### config.mk
export PLATFORM = sky130hd
export DESIGN_NAME = fdr_core
export DESIGN_NICKNAME = d
export VERILOG_FILES = /design/src/fdr_pkg.sv /design/src/fdr_core.sv
export VERILOG_INCLUDE_DIRS = /design/src
export SDC_FILE = /design/constraint.sdc
export NUM_CORES = 1
export LEC_CHECK = 0
export ABC_AREA = 1
export CORE_MARGIN = 2
export CORE_UTILIZATION = 50
export CTS_CLUSTER_DIAMETER = 120
export DETAILED_ROUTE_END_ITERATION = 6
export DONT_BUFFER_PORTS = 1
export GPL_ROUTABILITY_DRIVEN = 0
export PLACE_DENSITY = 0.65
export SETUP_SLACK_MARGIN = 0.3
export SYNTH_ARGS = -nofsm -noshare
export SYNTH_HDL_FRONTEND = slang
export SYNTH_SLANG_ARGS = --single-unit
### constraint.sdc
create_clock -name sys_clk_i -period 1.63 [get_ports sys_clk_i]
set_input_delay 0.0815 -clock sys_clk_i [delete_from_list [all_inputs] [get_ports sys_clk_i]]
set_output_delay 0.0815 -clock sys_clk_i [all_outputs]
set_load 0.01 [all_outputs]
### src/fdr_regs.svh
// Purpose: constants of the fault and diagnostic reporting block
// Assumes: included by its bare name
// Notes: definitions only
`ifndef FDR_REGS_SVH
`define FDR_REGS_SVH

// ----------------------------------------
// short record, byte 0 bits
// ----------------------------------------
`define FDR_B0_MODULE_ERR 0
`define FDR_B0_INTERNAL 1
`define FDR_B0_EXTERNAL 2
`define FDR_B0_CHANNEL 3
`define FDR_B0_NO_PARAM 6
`define FDR_B0_BAD_PARAM 7
// ----------------------------------------
// short record, fixed bytes and bits
// ----------------------------------------
`define FDR_B1_VALUE 8'h18
`define FDR_B2_WATCHDOG 3
`define FDR_B3_HW_IRQ_LOST 6
// ----------------------------------------
// long record
// ----------------------------------------
`define FDR_SHORT_BYTES 4
`define FDR_LONG_BYTES 16
`define FDR_B4_CHAN_TYPE 8'h76
`define FDR_B5_INFO_LEN 8'h08
`define FDR_B6_NUM_CHAN 8'h08
`define FDR_CH_SUPPLY 4
`define FDR_CH_SIGNAL 6
`define FDR_NUM_CHAN 8

`endif

### src/fdr_pkg.sv
// Purpose: types of the fault and diagnostic reporting block
// Assumes: nothing
// Notes: no imports, use fdr_pkg::name
package fdr_pkg;

  // ----------------------------------------
  // error classes
  // ----------------------------------------
  typedef enum logic [2:0] {
    FDR_CLS_NONE,
    FDR_CLS_DATA,
    FDR_CLS_STATUS,
    FDR_CLS_MOD_PARAM,
    FDR_CLS_CHAN_PARAM,
    FDR_CLS_DIAG
  } fdr_class_t;

  // ----------------------------------------
  // fault sources, channel faults per channel
  // ----------------------------------------
  typedef struct packed {
    logic [7:0] enc_signal;
    logic [7:0] enc_supply;
    logic bad_param;
    logic no_param;
    logic hw_irq_lost;
    logic watchdog;
  } fdr_fault_t;

  // ----------------------------------------
  // job toward one counting channel
  // ----------------------------------------
  typedef struct packed {
    logic [2:0] channel;
    logic [31:0] cmp_val;
    logic [31:0] range_lo;
    logic [31:0] range_hi;
  } fdr_job_t;

endpackage

### src/fdr_core.sv
// Purpose: classifies faults, drives group fault indicator, diagnostic
//   interrupt, short and long diagnostic records, checks jobs
// Assumes: fault inputs come from pins, jobs and parameters from same clock
// Notes: one state struct, one next-state process, one register process
`timescale 1ns/1ps
`default_nettype none
`include "fdr_regs.svh"

module fdr_core #(
  parameter int NUM_CHAN = `FDR_NUM_CHAN
) (
  // clock and reset
  input wire logic sys_clk_i,
  input wire logic rst_n_i,
  // fault pins
  input wire fdr_pkg::fdr_fault_t fault_i,
  // parameter assignment
  input wire logic param_wr_i,
  input wire logic param_diag_en_i,
  input wire logic param_hw_en_i,
  // controller side
  input wire logic handler_installed_i,
  input wire logic hw_irq_req_i,
  // jobs
  input wire logic job_valid_i,
  input wire fdr_pkg::fdr_job_t job_i,
  // indication and interrupts
  output logic group_fault_indicator_o,
  output logic diag_irq_o,
  output logic hw_irq_o,
  output logic count_run_o,
  // records
  output logic [8*`FDR_SHORT_BYTES-1:0] short_diagnostic_record_o,
  output logic [8*`FDR_LONG_BYTES-1:0] long_diagnostic_record_o,
  // job answer
  output logic job_accept_o,
  output logic job_reject_o,
  output logic diag_buf_entry_o,
  output logic data_err_o,
  output fdr_pkg::fdr_class_t err_class_o
);

  // ----------------------------------------
  // elaboration check
  // ----------------------------------------
  if (NUM_CHAN != `FDR_NUM_CHAN) begin : g_bad_chan
    $error("record layout serves exactly eight channels");
  end
  if (`FDR_LONG_BYTES != `FDR_SHORT_BYTES + 4 + NUM_CHAN) begin : g_bad_long
    $error("long record needs four header bytes and one byte per channel");
  end
  if (`FDR_SHORT_BYTES != 4) begin : g_bad_short
    $error("short record is four bytes and opens the long record");
  end
  if (`FDR_CH_SUPPLY > 7 || `FDR_CH_SIGNAL > 7) begin : g_bad_bit
    $error("channel bit positions must fall inside one byte");
  end

  // ----------------------------------------
  // state
  // ----------------------------------------
  typedef struct packed {
    // pin synchroniser, then the settled fault set
    fdr_pkg::fdr_fault_t s1;
    fdr_pkg::fdr_fault_t s2;
    fdr_pkg::fdr_fault_t s3;
    fdr_pkg::fdr_fault_t stable;
    // enables written by parameter assignment
    logic diag_en;
    logic hw_en;
    // event waiting one cycle for its interrupt pulse
    logic diag_pending;
    // registered outputs
    logic indicator;
    logic diag_irq;
    logic hw_irq;
    logic count_run;
    logic [8*`FDR_SHORT_BYTES-1:0] short_rec;
    logic [8*`FDR_LONG_BYTES-1:0] long_rec;
    logic accept;
    logic reject;
    logic buf_entry;
    logic data_err;
    fdr_pkg::fdr_class_t cls;
  } fdr_state_t;

  fdr_state_t state_ff;
  fdr_state_t nxt_state;

  // ----------------------------------------
  // decoding helpers
  // ----------------------------------------
  function automatic logic fdr_internal(input fdr_pkg::fdr_fault_t f);
    fdr_internal = f.watchdog | f.hw_irq_lost;
  endfunction

  // outside the module, but tied to no counting channel
  function automatic logic fdr_external(input fdr_pkg::fdr_fault_t f);
    fdr_external = f.no_param | f.bad_param;
  endfunction

  function automatic logic [7:0] fdr_chan_vec(input fdr_pkg::fdr_fault_t f);
    fdr_chan_vec = f.enc_supply | f.enc_signal;
  endfunction

  function automatic logic fdr_any(input fdr_pkg::fdr_fault_t f);
    fdr_any = fdr_internal(f) | fdr_external(f) | (|fdr_chan_vec(f));
  endfunction

  // ----------------------------------------
  // record assembly
  // ----------------------------------------
  logic [7:0] rec_b0;
  logic [7:0] rec_b1;
  logic [7:0] rec_b2;
  logic [7:0] rec_b3;
  logic [8*`FDR_SHORT_BYTES-1:0] rec_short;
  logic [8*(`FDR_LONG_BYTES-`FDR_SHORT_BYTES)-1:0] rec_tail;
  fdr_pkg::fdr_fault_t cur;

  assign cur = state_ff.stable;

  always_comb begin
    // byte 0 sorts the event: any, internal, external, channel, parameters
    rec_b0 = 8'h00;
    rec_b0[`FDR_B0_MODULE_ERR] = fdr_any(cur);
    rec_b0[`FDR_B0_INTERNAL] = fdr_internal(cur);
    rec_b0[`FDR_B0_EXTERNAL] = fdr_external(cur) | (|fdr_chan_vec(cur));
    rec_b0[`FDR_B0_CHANNEL] = |fdr_chan_vec(cur);
    rec_b0[`FDR_B0_NO_PARAM] = cur.no_param;
    rec_b0[`FDR_B0_BAD_PARAM] = cur.bad_param;
    // byte 1 is a fixed type code, bytes 2 and 3 name the internal cause
    rec_b1 = `FDR_B1_VALUE;
    rec_b2 = 8'h00;
    rec_b2[`FDR_B2_WATCHDOG] = cur.watchdog;
    rec_b3 = 8'h00;
    rec_b3[`FDR_B3_HW_IRQ_LOST] = cur.hw_irq_lost;
    rec_short = {rec_b3, rec_b2, rec_b1, rec_b0};
  end

  // per-channel bytes 8..15, then header bytes 4..7
  for (genvar c = 0; c < NUM_CHAN; c++) begin : g_chan
    logic [7:0] ch_byte;
    always_comb begin
      ch_byte = 8'h00;
      ch_byte[`FDR_CH_SUPPLY] = cur.enc_supply[c];
      ch_byte[`FDR_CH_SIGNAL] = cur.enc_signal[c];
    end
    assign rec_tail[32+8*c +: 8] = ch_byte;
  end
  logic [7:0] rec_b7;
  // byte 7 flags every channel that has an encoder fault
  assign rec_b7 = fdr_chan_vec(cur);
  assign rec_tail[31:0] = {rec_b7, `FDR_B6_NUM_CHAN, `FDR_B5_INFO_LEN, `FDR_B4_CHAN_TYPE};

  // ----------------------------------------
  // job check
  // ----------------------------------------
  logic job_range_bad;
  logic job_cmp_low;
  logic job_cmp_high;
  logic job_cmp_bad;

  // limits are signed counts; a reversed range is a channel parameter
  // fault rather than a data error, so it is tested first
  always_comb begin
    job_range_bad = $signed(job_i.range_lo) > $signed(job_i.range_hi);
    job_cmp_low = $signed(job_i.cmp_val) < $signed(job_i.range_lo);
    job_cmp_high = $signed(job_i.cmp_val) > $signed(job_i.range_hi);
    job_cmp_bad = job_cmp_low | job_cmp_high;
  end

  // ----------------------------------------
  // event detection
  // ----------------------------------------
  logic fault_settled;
  logic fault_change;

  // stages two and three agree: the pin has held still for two cycles
  assign fault_settled = (state_ff.s2 == state_ff.s3);
  assign fault_change = fault_settled && (state_ff.s3 != state_ff.stable);

  // ----------------------------------------
  // next state
  // ----------------------------------------

  always_comb begin
    nxt_state = state_ff;
    // pin inputs: take a change once stages two and three agree; this
    // costs four cycles of latency but a pin that bounces for one cycle
    // never posts an interrupt pair
    nxt_state.s1 = fault_i;
    nxt_state.s2 = state_ff.s1;
    nxt_state.s3 = state_ff.s2;
    if (fault_settled) begin
      nxt_state.stable = state_ff.s3;
    end

    // enables cleared by reset, set only by parameter assignment
    if (param_wr_i) begin
      nxt_state.diag_en = param_diag_en_i;
      nxt_state.hw_en = param_hw_en_i;
    end

    // indicator follows the live fault set, also going out
    nxt_state.indicator = fdr_any(cur);

    // records track every event while it stands; they are rebuilt each
    // cycle, so a cleared fault leaves no stale bits behind
    nxt_state.short_rec = rec_short;
    nxt_state.long_rec = {rec_tail, rec_short};

    // one pulse per incoming or outgoing event; it lags the change by one
    // cycle so the records already hold the new event when it is seen
    nxt_state.diag_pending = fault_change;
    nxt_state.diag_irq = state_ff.diag_pending & state_ff.diag_en;
    // the hardware interrupt passes its own enable only
    nxt_state.hw_irq = hw_irq_req_i & state_ff.hw_en;

    // without a handler the controller stops, so counting halts
    nxt_state.count_run = !(fdr_any(cur) && !handler_installed_i);

    // job answer: pulses last one cycle, the class stays until the next event
    nxt_state.accept = 1'b0;
    nxt_state.reject = 1'b0;
    nxt_state.buf_entry = 1'b0;
    nxt_state.data_err = 1'b0;
    if (job_valid_i) begin
      if (job_range_bad) begin
        nxt_state.reject = 1'b1;
        nxt_state.buf_entry = 1'b1;
        nxt_state.cls = fdr_pkg::FDR_CLS_CHAN_PARAM;
      end else if (job_cmp_bad) begin
        nxt_state.reject = 1'b1;
        nxt_state.buf_entry = 1'b1;
        nxt_state.data_err = 1'b1;
        nxt_state.cls = fdr_pkg::FDR_CLS_DATA;
      end else begin
        nxt_state.accept = 1'b1;
        nxt_state.cls = fdr_pkg::FDR_CLS_STATUS;
      end
    end

    // a fault change outranks a job answer in the same cycle; the job's own
    // pulses still tell the controller what became of it
    if (fault_change) begin
      if (nxt_state.stable.no_param || nxt_state.stable.bad_param) begin
        nxt_state.cls = fdr_pkg::FDR_CLS_MOD_PARAM;
      end else begin
        nxt_state.cls = fdr_pkg::FDR_CLS_DIAG;
      end
    end
  end

  // ----------------------------------------
  // registers
  // ----------------------------------------
  // synchronous reset clears the synchroniser too, so a pin that is
  // already faulty at release is reported as a fresh event
  always_ff @(posedge sys_clk_i) begin
    if (!rst_n_i) begin
      // both interrupt enables come up off; counting is free to run
      state_ff <= '0;
      state_ff.count_run <= 1'b1;
    end else begin
      state_ff <= nxt_state;
    end
  end

  // ----------------------------------------
  // outputs
  // ----------------------------------------
  // outputs are register fields, no logic after the flops
  assign group_fault_indicator_o = state_ff.indicator;
  assign diag_irq_o = state_ff.diag_irq;
  assign hw_irq_o = state_ff.hw_irq;
  assign count_run_o = state_ff.count_run;
  assign short_diagnostic_record_o = state_ff.short_rec;
  assign long_diagnostic_record_o = state_ff.long_rec;
  assign job_accept_o = state_ff.accept;
  assign job_reject_o = state_ff.reject;
  assign diag_buf_entry_o = state_ff.buf_entry;
  assign data_err_o = state_ff.data_err;
  assign err_class_o = state_ff.cls;

endmodule

`default_nettype wire

After elaboration in Yosys (flattened, before gate mapping):

Cells that the tools add are included.

* order comparisons: 3
* eq/ne operators: 2
* mux-type cells: 12
* bitwise logic cells: 11
* reduce and logical (&&, ||, !) cells: 9

Operator list (number)
* two-way mux 148 bit: 1
* > comparator 32 bit: 2
* less-than comparator 32 bit: 1
* equality test 20 bit: 1
* != test 20 bit: 1
* two-way mux 3 bit: 4
* OR 8 bit: 1
* OR reduction 8 bit: 1
* two-way mux 7 bit: 1
* OR 1 bit: 6
* two-way mux 2 bit: 2
* two-way mux 4 bit: 1
* two-way mux 1 bit: 3
* OR reduction 3 bit: 1
* bitwise AND 1 bit: 2
* logical AND 1 bit: 2
* logical NOT 1 bit: 2
* inverter 1 bit: 2
* AND reduction 2 bit: 1
* nonzero test 2 bit: 1
* logical OR 1 bit: 1

* register bits after elaboration: 254
* input port bits: 127
* output and inout bits: 171
* word-level logic and storage cells: 77

Longest topological paths before layout:

* word-level depth: 7
* depth in mapped cells: 20
* mapped depth without buffers: 20

Least setup slack after synthesis:

OpenSTA, ideal clock, no wires.

* kind: flip-flop to flip-flop
* from: reg state_ff[203] (netlist name)
* to: reg state_ff, in the netlist cur[16]
* setup time: 0.128 ns
* data arrival time: 1.363 ns
* data required time: 1.502 ns
* setup slack: 0.139 ns
* stages on the path, launching flop included: 9
* buffers on the path: 1
* period minus slack after synthesis: 1.491 ns
* cell sequence: dfxtp_1 -> or2_1 -> a21oi_2 -> nand3_2 -> nor2_4 -> nand3_4 -> clkbuf_1 -> o21ai_1 -> a21oi_1

* cells in the longest elaborated chain, start to end: 1

RTL lines
* start: declaration: RTL line fdr_core.sv:87 `fdr_state_t state_ff;`
* start signal: assignment: RTL line fdr_core.sv:266 `state_ff <= nxt_state;`
* equality test 20 bit: RTL line fdr_core.sv:180 `assign fault_settled = (state_ff.s2 == state_ff.s3);`

Every way passes these cells.
A chain may end at the register's enable or synchronous reset.

Worst setup path in the final report:

* from: reg state_ff, in the netlist nxt_state[203]
* to: reg state_ff, in the netlist cur[4]

The elaborated chain is that of the path after synthesis.

==> flow_summary_export.csv <==
group,metric,value,unit
detailed_routing,via_count,5882,
logic_synthesis,avgSynthCellArea,7.40,um2
setup_path,crit_fanout,17,
finish,area_delta_synth_final,13.5,%
global_routing,grt_start_max_net_pins,71,
floorplan,pin_count,298,
setup_path,slowest_delay,0.32,ns
clocking,clk_latency,0.41,ns
detailed_routing,postRouteAntennaNets,0,
sta,fin_hold_ws,0.0545,ns
sta,fmaxAchievable,607,MHz
logic_synthesis,synth_cells,1071,
finish,fin_cells,1336,
sta,finalCriticalPeriod,1.65,ns
logic_synthesis,yosysWarnings,0,
clocking,htree_levels,4,
floorplan,fp.dieArea,16900,um2
global_routing,antenna_found_initial,0,
logic_synthesis,syn_area,7930,um2
sta,fin_skew,0.00874,ns
clocking,cts_sinks,125,
detailed_routing,drcViolationCount,0,
setup_path,worstSetupPathType,"flop to flop",
floorplan,fp.dieW,130,um
setup_path,cpMaxStageDelayCell,"dfxtp_2",
setup_path,cp.arrival,1.94,ns
clocking,cts_tree,"done",
finish,n_fill_cell,1482,
finish,diodes,0,
sta,setup_viol_count_final,3,
floorplan,die_h,130,um
finish,nets,1329,
sta,grt_setup_unrepaired,"true",
finish,final-seq-area,2520,um2
setup_path,critPathCaptureType,"flop",
logic_synthesis,yosysTopAreaCell,"dfxtp_1",
sta,report.final.slew_viol_count,0,
logic_synthesis,synth_top_area_share,31.6,%
logic_synthesis,ys_top_cells_by_count,"232 x nand2_1, 202 x inv_1, 164 x buf_4",
logic_synthesis,synth_flop_cell,"dfxtp_1",
clocking,numCtsBuffers,17,
power,power,8.29,mW
clocking,path_clk_slew,0.05,ns
setup_path,crit_required,1.92,ns
global_routing,grt_pass1_vias,5397,
place,dp_cells,1231,
power,p_leak,5.08,nW
place,placed_cell_area,7560,um2
finish,multi_input_area,3950,um2
logic_synthesis,ys_types,36,
place,place_hpwl,12100,um
power,p_per_area,921,nW/um2
logic_synthesis,synth-seq-area-share,31.6,%
logic_synthesis,synth_area_leaders,"dfxtp_1 32%, buf_4 16%, ha_1 15%",
logic_synthesis,synth_most_common_cell,"nand2_1",
setup_path,start_kind,"flop",
setup_path,crit_path_cell_trace,"or2_1 > a21oi_2 > nand3_2 > nor2_4 > nand3_4 > buf_12 > o21ai_0 > a21oi_1",
detailed_routing,routed_wl,15900,um
logic_synthesis,ys_async_sr_fraction,0,%
finish,fin_area,9000,um2
global_routing,grt_overflow,0,
worst_hold_path,min_path_type,"input port to flop",
floorplan,coreArea,15700,um2
sta,period_share,101,%
setup_path,crit_family,"simple AND/OR/NAND/NOR gates",
clocking,clock_path_buffers,2,
sta,worst_slack,-0.0162,ns
global_routing,grt_pass1_wl,25400,um
sta,timing.final.hold_violations,0,
detailed_routing,detail_route.iter0.violations,302,
detailed_routing,dr.pass1.iters,4,
run_status,violations,"setup timing",
sta,setup-tns-final,-0.0316,ns
power,vdd_ir_drop_max,0.870,mV
global_routing,grtUsageTotal,19.2,%
place,numPortBuffers,0,
setup_path,worstPathBufferInverterCount,1,
finish,drive_gt1_share,11.3,%
detailed_routing,wl_per_cell,11.9,um
flow_run,maxCapViolations,0,
logic_synthesis,synth_edf_count,0,
floorplan,initial_core_util,50.5,%
run_status,status,"complete, but fails checks",
clocking,root_buffer,"clkbuf_16",
detailed_routing,viasPerCell,4.40,
logic_synthesis,ys_seq_elements,125,
floorplan,rows,46,
logic make-up after synthesis:
group                      count (synthesis)  share of synthesized area (%)
and+or+nand+nor                          330                           17.3
adders and majority gates                 95                           15.0
buffers and inverters                    384                           26.0
xor gates and xnor gates                  24                           2.65
other                                      1                         0.0473
AOI/OAI and AO/OA                        112                           7.48
DFF                                      125                           31.6
cells in the final DEF (no fill, tap or decap), types with 16 or more instances in the layout:
master / n
nor2_1: 41
clkbuf_16: 17
a21oi_1: 65
ha_1: 88
conb_1: 109
buf_4: 16
o21ai_0: 17
o21ai_1: 17
dlygate4sd3_1: 66
dfxtp_1: 110
inv_1: 192
nand2_1: 220
cell type report:
type | instances | area share (%)
clock buffer | 21 | 5.23
clock inverter | 11 | 1.28
inverter | 206 | 8.95
multi-input combinational | 670 | 43.9
sequential | 125 | 28.0
tap | 216 | 3.00
timing repair buffer | 87 | 9.58
sequential cells by signal (all words and copies together), names as in the netlist:
name                       cells
nxt_state                     40
long_diagnostic_record_o      26
state_ff                      23
cur                           20
short_diagnostic_record_o      7
err_class_o                    3
count_run_o                    1
data_err_o                     1
diag_irq_o                     1
hw_irq_o                       1
job_accept_o                   1
job_reject_o                   1
worst paths after layout:
path                                startpoint        endpoint  slack [ns]  cells past startpoint
worst max-delay path            nxt_state[203]          cur[4]       -0.02                      8
worst min-delay path                   rst_n_i   state_ff[202]        0.05                      3
worst max register to register  nxt_state[203]          cur[4]       -0.02                      8
worst min register to register  nxt_state[225]  nxt_state[205]        0.41                      2
per-layer routing:
layer,GRT usage [%],share of wire (%)
met3,5.37,7.1
met4,6.39,2.1
met1,25.1,47
met2,30.4,44
met5,0,0
metrics by stage:
step | setup WS, ns | util, %
floorplan | 0.164 | -
finish | -0.0162 | 57.3
detailed placement | -0.0981 | 48.1
CTS | 0.00224 | 56.7
global placement | -0.0438 | 48.1
global route | -0.0807 | 57.3
power breakdown:
group          switching (mW)  internal, mW
combinational           0.750         0.547
clock                    1.29          2.36
sequential              0.135          3.20
total                    2.18          6.11
worst register-to-register path: cells and delay by family (launching register included):
kind | cells | cell delay [ns]
buffers and inverters | 1 | 0.19
and+or+nand+nor | 4 | 0.65
AOI/OAI and AO/OA | 3 | 0.36
DFF | 1 | 0.32
timing repair:
action	4_1_cts	5_1_grt
cloned	0	0
gates resized for setup	20	28
endpoints found under the hold margin	125	0
pin swaps	9	17
setup endpoints to repair	27	30
setup buffers	3	3
hold buffers	67	0
Power figures use the tool's default switching activity.
